<file path="src/include/radio_regs_pkg.sv">
package radio_regs_pkg;

  // ==========================================================================
  // register map
  localparam logic [5:0] ADDR_STRENGTH   = 6'h22;
  localparam logic [5:0] ADDR_GAIN       = 6'h23;
  localparam logic [5:0] ADDR_TRIM       = 6'h24;
  localparam logic [5:0] ADDR_SLOPE      = 6'h26;
  localparam logic [5:0] ADDR_CONTROL    = 6'h03;
  localparam logic [5:0] ADDR_ANALOG     = 6'h20;

  // ==========================================================================
  // field positions and reset values
  localparam int         RX_ENABLE_BIT   = 7;
  localparam int         DEV_RESET_BIT   = 0;
  localparam int         VALID_BIT       = 5;
  localparam int         CLK_DISABLE_BIT = 6;
  localparam logic [7:0] RESET_VALUE     = 8'h00;
  localparam logic [7:0] UNDEF_READ      = 8'h00;

  // ==========================================================================
  // slope select encodings
  localparam logic [1:0] SLOPE_WIDE      = 2'h3;
  localparam logic [1:0] SLOPE_NARROW    = 2'h2;
  localparam logic [1:0] SLOPE_RSVD      = 2'h1;
  localparam logic [1:0] SLOPE_NONE      = 2'h0;

  typedef enum logic [1:0] {
    ADJ_NONE,
    ADJ_NARROW,
    ADJ_WIDE
  } slope_adjust_t;

  // register access request from the serial interface
  typedef struct packed {
    logic       wr;
    logic       rd;
    logic [5:0] addr;
    logic [7:0] wdata;
  } reg_req_t;

endpackage

</file>
<file path="src/core/radio_tuning_status_regs.sv">
`timescale 1ns/1ns
`default_nettype none

module radio_tuning_status_regs
  import radio_regs_pkg::*;
(
  input  wire logic                     mclk_in,
  input  wire logic                     nrst_in,
  input  wire radio_regs_pkg::reg_req_t req_in,
  input  wire logic                     rx_sample_in,
  input  wire logic [4:0]               received_strength_value_in,
  input  wire logic                     ref_clock_in,
  output logic [7:0]                    rdata_out,
  output logic                          reference_clock_out_pin_out,
  output logic [2:0]                    amp_gain_setting_out,
  output logic [5:0]                    crystal_trim_out,
  output logic [1:0]                    oscillator_slope_select_out
);
  import radio_regs_pkg::*;

  // ==========================================================================
  // elaboration checks: the byte slices below assume this field layout
  if (VALID_BIT != 5) begin : g_bad_valid_bit
    $error("valid flag must sit just above the five-bit strength value");
  end
  if (CLK_DISABLE_BIT != 6) begin : g_bad_clk_bit
    $error("clock disable must sit just above the six-bit trim code");
  end
  if (RX_ENABLE_BIT > 7 || DEV_RESET_BIT > 7) begin : g_bad_ctrl_bits
    $error("control bit positions must fall inside one byte");
  end
  if (SLOPE_WIDE == SLOPE_NARROW || SLOPE_NARROW == SLOPE_NONE) begin : g_bad_slope_codes
    $error("slope encodings must be distinct");
  end

  // ==========================================================================
  // reset release
  // the block leaves reset two edges after the pin, all flops on one edge
  logic       rst_meta_reg;
  logic       rst_sync_reg;

  always_ff @(posedge mclk_in or negedge nrst_in) begin
    if (!nrst_in) begin
      rst_meta_reg <= 1'b0;
      rst_sync_reg <= 1'b0;
    end else begin
      rst_meta_reg <= 1'b1;
      rst_sync_reg <= rst_meta_reg;
    end
  end

  wire rst_n = rst_sync_reg;

  // ==========================================================================
  // reference clock sampling: three stages, change counts when last two agree
  // limitation: a level must last two clock periods to pass, so the pin only
  // follows references slower than a quarter of mclk; faster ones read as idle
  logic [2:0] refclk_sync_reg;
  logic       refclk_level_reg;

  always_ff @(posedge mclk_in or negedge rst_n) begin
    if (!rst_n) begin
      refclk_sync_reg  <= 3'h0;
      refclk_level_reg <= 1'b0;
    end else begin
      refclk_sync_reg <= {refclk_sync_reg[1:0], ref_clock_in};
      if (refclk_sync_reg[1] == refclk_sync_reg[2]) begin
        refclk_level_reg <= refclk_sync_reg[2];
      end
    end
  end

  // ==========================================================================
  // decode
  // writes and the device reset all come from the one request word
  wire wr_gain     = req_in.wr && (req_in.addr == ADDR_GAIN);
  wire wr_trim     = req_in.wr && (req_in.addr == ADDR_TRIM);
  wire wr_slope    = req_in.wr && (req_in.addr == ADDR_SLOPE);
  wire wr_control  = req_in.wr && (req_in.addr == ADDR_CONTROL);
  // device reset lasts only the cycle of the write; the analog byte is not stored
  wire dev_reset   = req_in.wr && (req_in.addr == ADDR_ANALOG)
                     && req_in.wdata[DEV_RESET_BIT];

  // ==========================================================================
  // registers
  logic       rx_mode_reg;
  logic       sample_pending_reg;
  logic       valid_reg;
  logic [4:0] strength_reg;
  logic [2:0] gain_reg;
  logic [7:0] trim_reg;
  logic [1:0] slope_reg;
  logic [7:0] rdata_reg;
  logic       refout_reg;

  // entering receive mode arms one capture
  // a second write of bit 7 while still receiving does not re-arm; leaving and
  // entering again does, and clears the valid flag until the new sample lands
  wire rx_enter = wr_control && req_in.wdata[RX_ENABLE_BIT] && !rx_mode_reg;
  // the first strobe after arming is taken, later strobes wait for a new entry
  wire capture  = sample_pending_reg && rx_sample_in;

  always_ff @(posedge mclk_in or negedge rst_n) begin
    if (!rst_n) begin
      rx_mode_reg        <= 1'b0;
      sample_pending_reg <= 1'b0;
      valid_reg          <= 1'b0;
      strength_reg       <= 5'h00;
    end else if (dev_reset) begin
      rx_mode_reg        <= 1'b0;
      sample_pending_reg <= 1'b0;
      valid_reg          <= 1'b0;
      strength_reg       <= 5'h00;
    end else begin
      if (wr_control) begin
        rx_mode_reg <= req_in.wdata[RX_ENABLE_BIT];
      end
      if (rx_enter) begin
        sample_pending_reg <= 1'b1;
        valid_reg          <= 1'b0;
      end else if (capture) begin
        sample_pending_reg <= 1'b0;
        valid_reg          <= 1'b1;
        strength_reg       <= received_strength_value_in;
      end
    end
  end

  always_ff @(posedge mclk_in or negedge rst_n) begin
    if (!rst_n) begin
      gain_reg  <= 3'h0;
      trim_reg  <= RESET_VALUE;
      slope_reg <= SLOPE_NONE;
    end else if (dev_reset) begin
      gain_reg  <= 3'h0;
      trim_reg  <= RESET_VALUE;
      slope_reg <= SLOPE_NONE;
    end else begin
      // reserved gain bits are not stored and read back as zero
      if (wr_gain) begin
        gain_reg <= req_in.wdata[2:0];
      end
      // trim bit 7 is kept so the host reads back the byte it wrote
      if (wr_trim) begin
        trim_reg <= req_in.wdata;
      end
      // slope reserved bits 5:0 are dropped
      if (wr_slope) begin
        slope_reg <= req_in.wdata[7:6];
      end
    end
  end

  // ==========================================================================
  // read mux; writes to the strength register are ignored
  // the slope register is write-only; its read value means nothing
  logic [7:0] rd_value;
  assign rd_value =
    (req_in.addr == ADDR_STRENGTH) ? {2'h0, valid_reg, strength_reg} :
    (req_in.addr == ADDR_GAIN)     ? {5'h00, gain_reg} :
    (req_in.addr == ADDR_TRIM)     ? trim_reg :
    UNDEF_READ;

  // ==========================================================================
  // slope decode
  // reserved code 01 falls through to no adjustment
  slope_adjust_t slope_mode;
  assign slope_mode = (slope_reg == SLOPE_WIDE)   ? ADJ_WIDE :
                      (slope_reg == SLOPE_NARROW) ? ADJ_NARROW : ADJ_NONE;

  always_ff @(posedge mclk_in or negedge rst_n) begin
    if (!rst_n) begin
      rdata_reg  <= 8'h00;
      refout_reg <= 1'b0;
    end else begin
      // read data holds until the next read
      if (req_in.rd) begin
        rdata_reg <= rd_value;
      end
      // the pin stays low while bit 6 is set, whatever the reference does
      refout_reg <= refclk_level_reg && !trim_reg[CLK_DISABLE_BIT];
    end
  end

  // ==========================================================================
  // slope select output, one cycle behind the stored field
  logic [1:0] slope_out_reg;
  always_ff @(posedge mclk_in or negedge rst_n) begin
    if (!rst_n) begin
      slope_out_reg <= 2'h0;
    end else begin
      slope_out_reg <= (slope_mode == ADJ_WIDE)   ? SLOPE_WIDE :
                       (slope_mode == ADJ_NARROW) ? SLOPE_NARROW : SLOPE_NONE;
    end
  end

  // ==========================================================================
  // outputs, each straight from a flop
  assign rdata_out                   = rdata_reg;
  assign reference_clock_out_pin_out = refout_reg;
  assign amp_gain_setting_out        = gain_reg;
  assign crystal_trim_out            = trim_reg[5:0];
  assign oscillator_slope_select_out = slope_out_reg;

endmodule

`default_nettype wire

</file>
<file path="config.mk">
export PLATFORM = sky130hd
export DESIGN_NAME = radio_tuning_status_regs
export DESIGN_NICKNAME = d
export VERILOG_FILES = /design/src/include/radio_regs_pkg.sv /design/src/core/radio_tuning_status_regs.sv
export SDC_FILE = /design/constraint.sdc
export NUM_CORES = 1
export LEC_CHECK = 0
export ABC_AREA = 0
export BUFFER_PORTS_ARGS = -buffer_cell sky130_fd_sc_hd__buf_2
export CAP_MARGIN = 30
export CORE_AREA = 2 2 61 63
export DETAILED_ROUTE_END_ITERATION = 8
export DIE_AREA = 0 0 63 65
export GPL_TIMING_DRIVEN = 0
export PLACE_DENSITY_LB_ADDON = 0.05
export SLEW_MARGIN = 20
export SYNTH_ARGS = -nofsm -noshare
export SYNTH_HDL_FRONTEND = slang
export SYNTH_SLANG_ARGS = --single-unit
</file>
<file path="constraint.sdc">
create_clock -name mclk_in -period 1.9 [get_ports mclk_in]
set_clock_uncertainty 0.2 [all_clocks]
set_input_delay 0 -clock mclk_in [delete_from_list [all_inputs] [get_ports mclk_in]]
set_output_delay 0 -clock mclk_in [all_outputs]
set_load 0.05 [all_outputs]
</file>
==> metrics.txt, run 1 <==
outcome finished with violations; failing checks hold timing; Startpoint Class input pin; row count 22; Core Area around 3500 um2; Slew @ Worst Pin ~790 ps; fill cell count approximately 320; Antenna Nets Post-Route 0; via count approximately 1400; MaxCap Viol Count 0; initial DRC count 61; relative slew slack 0.475; CP max FO 5; number of flops mapped to enable cells by yosys 0; Final Hold Viols 1; cell count after synthesis around 140; clk slew on worst S/H paths about 130 ps; Mapped Area 1680 um2; vias in the first global route 1326; die width 63 um; cell area after layout between 2000 and 2500 um2; maximum vdd drop 715 uV; vias per std cell roughly 5.1; Worst Hold Class in2reg; Post-synth top cells 38 x dfrtp_1, 24 x nor2_1, 12 x mux2i_1; largest net degree at the start of global routing 37; Sink Count 38; critical path's largest stage delay between 500 and 600 ps; first-pass GRT wire length just over 6000 um; CTS H-tree lvls 2; share of cells above drive strength 1 0.296; Ant. Diodes 0; worst hold slack -18.7 ps; leakage roughly 1.2 nW; delay-heaviest family, CP buffers and inverters; routability cong. around 0.72; pwr/cell area about 860 nW/um2; Critical Path AT 1870 ps; hold buffer count at cts 28; Clock Latency Late Sink 350 ps; Layout Cells excl Fill approximately 270; Net Count, Synth about 170; initial antenna violation count 0; min Tclk post-route roughly 1800 ps; starting density of the core 0.480; dpl cells 235; RSZ-0062 raised after global routing no; post-synthesis sequential area ratio 0.567; period utilization 0.969; synthesis-to-finish area growth 40.0%; top-count cell post-synth dfrtp_1; root buf cell clkbuf_4; grt total ovfl 0; drt pass-1 iters 4; Yosys cell types 36; Peak Freq about 540 MHz; hpwl dp 2500 um; top-level port count 45; TritonCTS clock tree done; Routed Wire Length 3920 um; post-synthesis register bit count 38; CTS Buf Count 5; Final nets around 250; critical path cell sequence buf_2, nand3b_1, dlygate4sd3_1, nor2_1, mux2i_1, dlygate4sd3_1, nor2_1; Synth area leaders dfrtp_1 57%, mux2i_1 7.2%, nor2_1 5.4%, a32o_1 3.0%, a22oi_1 2.7%; warning count from the yosys run 0; maximum root-to-sink buffer count 2; dpl cell area roughly 2000 um2; ys async rst share 1.00; Setup crit end kind flop; final setup violation count 0; critical path class in2reg; Total Power roughly 0.0020 W; DRC viols 0; All-Layer GR Usage 0.203; setup bufs post-CTS 0; Routed WL per cell 14.5 um; post-synth top area cell dfrtp_1; Final Max Slew Viols 0; Worst Path Buf+Inv 3; Setup TNS 0 ps; Crit path required time slightly below 2000 ps; slowest CP cell dlygate4sd3_1; # port buffers 43; top cell type's share of synthesized area 0.567; syn avg cell area 11.7 um2; Die Y roughly 65 um; die area 4100 um2; Top FF cell, synth dfrtp_1
worst paths after layout:
| check | to | from | slack [ps] | cells past startpoint |
|---|---|---|---|---|
| setup / recovery | amp_gain_setting_out[2] | req_in[12] | 60 | 7 |
| hold / removal | sample_pending_reg | req_in[12] | -20 | 4 |
| setup reg to reg | strength_reg[4] | rx_mode_reg | 190 | 3 |
| hold reg to reg | rdata_out[5] | rst_n | 160 | 0 |
| max in group asynchronous | valid_reg | rst_n | 850 | 0 |
| min in group asynchronous | rdata_out[5] | rst_n | 160 | 0 |
kinds of logic after synthesis:
group | after synthesis | share of synthesized area
and+or+nand+nor | 48 | 0.187
adders and majority gates | 1 | 0.00597
other | 1 | 0.00223
AOI/OAI and AO/OA | 30 | 0.122
buffers and inverters | 14 | 0.0447
DFF | 38 | 0.567
muxes | 12 | 0.0716
cells in the final DEF, fill, tap and decap left out, drive strengths merged:
master / instances
mux2i: 12
a22o: 1
a31oi: 3
nand2: 1
dfrtp: 38
nor2b: 3
buf: 50
bufinv: 2
clkbuf: 9
nand4bb: 1
clkinv: 1
a21oi: 4
o21ai: 10
o21a: 1
or3b: 2
nand3b: 1
a22oi: 6
a32o: 5
and2: 2
nand2b: 2
nand3: 3
dlygate4sd3: 28
or4: 1
or3: 1
nor3: 1
maj3: 1
nand4b: 2
and3b: 1
nor4b: 3
conb: 1
inv: 3
nor2: 24
timing repair:
action                                  CTS  global route
endpoints found under the setup margin    0             2
gates resized for setup                   0             1
endpoints found under the hold margin    31             1
area by class of cell:
class                   count  area, um2  area share
plain buffers              11       63.8      0.0272
clock buffers               5       37.5      0.0160
clock inverters             3       68.8      0.0293
inverters                   3       11.3     0.00479
multi-input cells          92        661       0.281
flip-flops and latches     38        952       0.405
well taps                  48       60.1      0.0256
repair buffers             71        495       0.211
power breakdown:
part / internal (W) / leakage (nW) / switching [W]
clock network: 0.000412 / 0.0554 / 0.000284
registers: 0.000881 / 0.490 / 0.0000596
logic: 0.000155 / 0.621 / 0.000235
total: 0.00145 / 1.17 / 0.000579
worst register-to-register path, stage by stage, from the launching register on:
cell     delay, ps
dfrtp_1        410
or4_4          550
nor2b_4        170
a32o_1         280
layer usage:
layer	vias up	track usage	wire length, um	share of wire
li1	669	-	-	-
met1	662	0.267	1740	0.44
met2	42	0.316	1960	0.50
met3	4	0.0642	184	0.047
met4	0	0.0694	34	0.0087
met5	-	0	0	0
per-stage QoR:
step / setup WS [ps] / utilization
global route: 22.5 / 0.672
floorplan: 297 / -
CTS: 87.5 / 0.670
finish: 59.5 / 0.672
global placement: 54.5 / 0.559
detailed placement: -0.988 / 0.559
Note: power is estimated with default switching activity, not from simulation.
==> run 2, diff against run 1 <==
--- a/config.mk
+++ b/config.mk
@@ -12,7 +12,8 @@
 export DETAILED_ROUTE_END_ITERATION = 8
 export DIE_AREA = 0 0 63 65
 export GPL_TIMING_DRIVEN = 0
-export PLACE_DENSITY_LB_ADDON = 0.05
+export MAX_ROUTING_LAYER = met4
+export PLACE_DENSITY = 0.76
 export SLEW_MARGIN = 20
 export SYNTH_ARGS = -nofsm -noshare
 export SYNTH_HDL_FRONTEND = slang
==> run 2 against run 1 <==
- the flow still finishes with violations (hold timing)
- via count rose by 0.94%
- first-iteration DRC count down 11%
- global-route usage up 0.83 points
- utilization is 2.1 points lower
- clock power fell by 39%
- final cell count decreased by 0.74%
- setup slack worse by 4.8 ps
- maximum frequency fell by 0.26%
- routed wire length up 1.1%
- largest power group unchanged
==> metrics.txt, run 2 (synthesized netlist as in run 1, its figures left out) <==
outcome finished with violations; failing checks hold timing; Sw Ratio 0.311; Ant. Diodes 0; maximum root-to-sink buffer count 2; die width 63 um; row count 22; first-pass GRT wire length about 6300 um; top-level port count 45; delay-heaviest family, CP buffers and inverters; root buf cell clkbuf_4; Combinational Power Share 0.220; starting density of the core 0.480; worst hold slack -59.5 ps; pwr/cell area a little under 800 nW/um2; CP max FO 8; Critical Path AT approximately 1900 ps; vias per std cell 5.17; min Tclk post-route between 1500 and 2000 ps; DRC viols 0; Crit path required time 1970 ps; All-Layer GR Usage 0.211; Core Area 3500 um2; maximum vdd drop around 460 uV; critical path cell sequence buf_2, dlygate4sd3_1, nor4b_2, a22oi_1, o21ai_1; TritonCTS clock tree done; Peak Freq approximately 540 MHz; Routed Wire Length roughly 4000 um; Startpoint Class input pin; period utilization 0.971; final setup violation count 0; relative slew slack 0.459; final setup margin 54.7 ps; Final Max Slew Viols 0; critical path class in2reg; Final Hold Viols 3; MaxCap Viol Count 0; most frequent cells in the layout 43 x buf_2, 37 x dfrtp_1, 25 x dlygate4sd3_1; commonest non-fill, non-tap cell in the layout buf_2; die area around 4100 um2; share of cells above drive strength 1 0.308; initial DRC count 54; grt total ovfl 0; Antenna Nets Post-Route 0; Setup Slack @ Placement slightly above 70 ps; Setup TNS 0 ps; vias in the first global route about 1400; CTS H-tree lvls 2; slowest CP cell nor4b_2; clk slew on worst S/H paths about 110 ps; routability cong. ~0.8; P_int ~0.0012 W; Slew @ Worst Pin 809 ps; critical path's largest stage delay just over 700 ps; # port buffers 43; Flop pwr share 0.536; Routed WL per cell around 15 um; via count ~1400; drt pass-1 iters 4; Setup crit end kind flop; CTS Buf Count 5; hpwl dp approximately 2600 um; Clk pwr share 0.244; Clock Latency Late Sink around 340 ps; leakage ~1.1 nW; Worst Hold Class in2reg; Sink Count 38; Final nets ~250; NetSw between 0.0005 and 0.0006 W; initial antenna violation count 0; RSZ-0062 raised after global routing no; Die Y 65 um; largest net degree at the start of global routing 37; Worst Path Buf+Inv 2; synthesis-to-finish area growth 35.6%
[run 2: per-stage QoR]
step / utilization / cell area [um2] / power, W / std cells
2_1_floorplan: - / 1680 / 0.00120 / 144
3_3_place_gp: 0.559 / 1950 / 0.00129 / 235
3_5_place_dp: 0.559 / 1950 / 0.00130 / 235
4_1_cts: 0.651 / 2270 / 0.00177 / 269
5_1_grt: 0.651 / 2280 / 0.00184 / 269
6_report: 0.651 / 2280 / 0.00176 / 269
[run 2: final timing paths]
check / from / to / slack [ps] / cells after the start
min in group asynchronous: rst_n / refclk_sync_reg[0] / 130 / 0
worst min register to register: rst_n / refclk_sync_reg[0] / 130 / 0
worst min-delay path: req_in[8] / rx_mode_reg / -60 / 4
max in group asynchronous: rst_n / strength_reg[3] / 870 / 0
worst max register to register: rx_mode_reg / strength_reg[3] / 220 / 3
worst max-delay path: req_in[9] / rdata_out[2] / 50 / 5
[run 2: tightest hold or removal path: stages]
cell,delay [ps]
buf_2,160
nand4bb_4,120
or3_1,110
a21oi_1,60
[run 2: final cells by class]
cell class	instances	area, um2
Inverter	3	11.3
Tap cell	48	60.1
Clock inverter	1	5.00
Sequential cell	38	952
Clock buffer	7	55.1
Fill cell	281	1220
Multi-Input combinational cell	92	656
Buffer	11	63.8
Timing Repair Buffer	69	473
[run 2: what timing repair did]
action,CTS,global route
setup buffers,0,1
resized for setup,0,2
endpoints found under the hold margin,29,2
hold buffers,26,1
setup endpoints to repair,0,9
[run 2: power by group through the flow]
| stage | Sequential (W) | Clock, W | Combinational (W) |
|---|---|---|---|
| floorplan | 0.00102 | 0 | 0.000176 |
| global placement | 0.000953 | 0 | 0.000336 |
| detailed placement | 0.000959 | 0 | 0.000344 |
| CTS | 0.000942 | 0.000444 | 0.000384 |
| global route | 0.000954 | 0.000478 | 0.000410 |
| finish | 0.000942 | 0.000428 | 0.000386 |
[run 2: layer usage]
layer | share of wire | track usage | wire length, um
met5 | 0 | - | 0
met4 | 0.018 | 0.0944 | 72
met3 | 0.031 | 0.0330 | 122
met2 | 0.54 | 0.367 | 2150
met1 | 0.41 | 0.242 | 1620
==> run 3, diff against run 2 <==
--- a/config.mk
+++ b/config.mk
@@ -8,12 +8,12 @@
 export ABC_AREA = 0
 export BUFFER_PORTS_ARGS = -buffer_cell sky130_fd_sc_hd__buf_2
 export CAP_MARGIN = 30
-export CORE_AREA = 2 2 61 63
+export CORE_AREA = 2 2 68 70
 export DETAILED_ROUTE_END_ITERATION = 8
-export DIE_AREA = 0 0 63 65
+export DIE_AREA = 0 0 70 72
 export GPL_TIMING_DRIVEN = 0
 export MAX_ROUTING_LAYER = met4
-export PLACE_DENSITY = 0.76
+export PLACE_DENSITY = 0.63
 export SLEW_MARGIN = 20
 export SYNTH_ARGS = -nofsm -noshare
 export SYNTH_HDL_FRONTEND = slang
==> run 3 against run 2 <==
- the flow still finishes with violations (hold timing)
- combinational power decreased by 2%
- count of clock-buffer cells in the layout decreased by 1
- maximum frequency is 2.5% higher
- clock power rose by 22%
- sequential power barely moved
- largest cell class unchanged
==> metrics.txt, run 3 (synthesized netlist as in run 1, its figures left out) <==
P_int ~0.0013 W; final setup violation count 0; Startpoint Class input pin; RSZ-0062 raised after global routing no; via count 1359; Peak Freq ~560 MHz; Setup crit end kind flop; CP max FO 8; failing checks hold timing; Clock Latency Late Sink between 200 and 300 ps; relative slew slack 0.490; TritonCTS clock tree done; register area around 950 um2; Critical Path AT ~1800 ps; initial DRC count between 70 and 80; All-Layer GR Usage 0.170; fill cell count around 390; NetSw 0.000566 W; critical path's largest stage delay approximately 660 ps; pwr/cell area 813 nW/um2; worst hold slack -56.5 ps; hpwl dp approximately 2700 um; Flop pwr share 0.511; Sw Ratio 0.306; Setup TNS 0 ps; row count 24; Routed Wire Length slightly below 4000 um; vias per std cell slightly above 5; CTS Buf Count 5; top-level port count 45; share of cells above drive strength 1 0.298; drt pass-1 iters 4; Routed WL per cell ~14 um; Ant. Diodes 0; critical path cell sequence buf_2, dlygate4sd3_1, nor4b_2, a22oi_1, o21ai_1; Slew @ Worst Pin approximately 760 ps; min Tclk post-route 1800 ps; Crit path required time 1920 ps; # port buffers between 40 and 50; maximum root-to-sink buffer count 2; maximum vdd drop approximately 620 uV; MaxCap Viol Count 0; leakage around 1.1 nW; CTS H-tree lvls 2; largest net degree at the start of global routing 37; outcome finished with violations; Clk pwr share 0.283; Die Y 72 um; multi-input combinational cell area 652 um2; Final Hold Viols 1; Combinational Power Share 0.206; synthesis-to-finish area growth 35.4%; Worst Hold Class in2reg; commonest non-fill, non-tap cell in the layout buf_2; critical path class in2reg; Core Area 4260 um2; slowest CP cell nor4b_2; Antenna Nets Post-Route 0; first-pass GRT wire length roughly 6500 um; grt total ovfl 0; routability cong. between 0.7 and 0.8; root buf cell clkbuf_8; die area 5040 um2; Final Max Slew Viols 0; period utilization 0.948; most frequent cells in the layout 43 x buf_2, 37 x dfrtp_1, 24 x nor2_1; vias in the first global route ~1400; Sink Count 38; die width 70 um; initial antenna violation count 0; setup bufs post-CTS 0; Final nets 242; DRC viols 0; starting density of the core 0.393; clk slew on worst S/H paths 70 ps
run 3: timing repair:
action                                 in CTS  in global routing
setup endpoints to repair                   0                  1
endpoints found under the hold margin      26                  0
hold buffers                               24                  0
gates resized for setup                     0                  0
run 3: worst paths after layout:
check | to | slack [ps] | cells past startpoint | start
worst max-delay path | rdata_out[2] | 100 | 5 | req_in[9]
worst min-delay path | sample_pending_reg | -60 | 3 | req_in[10]
worst max register to register | strength_reg[0] | 230 | 3 | rx_mode_reg
worst min register to register | rdata_out[5] | 150 | 0 | rst_n
max in group asynchronous | sample_pending_reg | 870 | 0 | rst_n
min in group asynchronous | rdata_out[5] | 150 | 0 | rst_n
run 3: final cells by class:
type | count | share of cell area
flip-flops and latches | 38 | 0.419
inverters | 3 | 0.00496
repair buffers | 66 | 0.196
multi-input cells | 92 | 0.287
clock buffers | 6 | 0.0319
well taps | 52 | 0.0286
clock inverters | 2 | 0.00441
plain buffers | 11 | 0.0281
run 3: per-layer routing:
metal  track usage  vias to the layer above  wire length [um]
met5             -                        -                 0
met4        0.0385                        0                48
met3        0.0569                        5               189
met2         0.299                       36              2010
met1         0.189                      670              1600
li1              -                      648                 -
run 3: critical path, delay by kind of cell:
| kind | cells | cell delay (ps) |
|---|---|---|
| AO/OA/AOI/OAI | 2 | 410 |
| AND/OR/NAND/NOR | 1 | 660 |
| buffers and inverters | 2 | 740 |
run 3: power groups by stage:
| stage | clock network, W | logic (W) | registers, W |
|---|---|---|---|
| floorplan | 0 | 0.000176 | 0.00102 |
| global placement | 0 | 0.000337 | 0.000954 |
| detailed placement | 0 | 0.000345 | 0.000959 |
| CTS | 0.000543 | 0.000380 | 0.000943 |
| global route | 0.000574 | 0.000406 | 0.000956 |
| finish | 0.000523 | 0.000380 | 0.000943 |
run 3: stage by stage:
stage / area, um2 / cells / setup WS [ps] / util / total power [W]
after global placement: 1960 / 239 / 126 / 0.459 / 0.00129
after CTS: 2280 / 271 / 17.0 / 0.535 / 0.00187
after floorplan: 1680 / 144 / 297 / - / 0.00120
after global routing: 2270 / 270 / 1.01 / 0.533 / 0.00194
after detailed placement: 1960 / 239 / 118 / 0.460 / 0.00130
final: 2270 / 270 / 99.3 / 0.533 / 0.00185
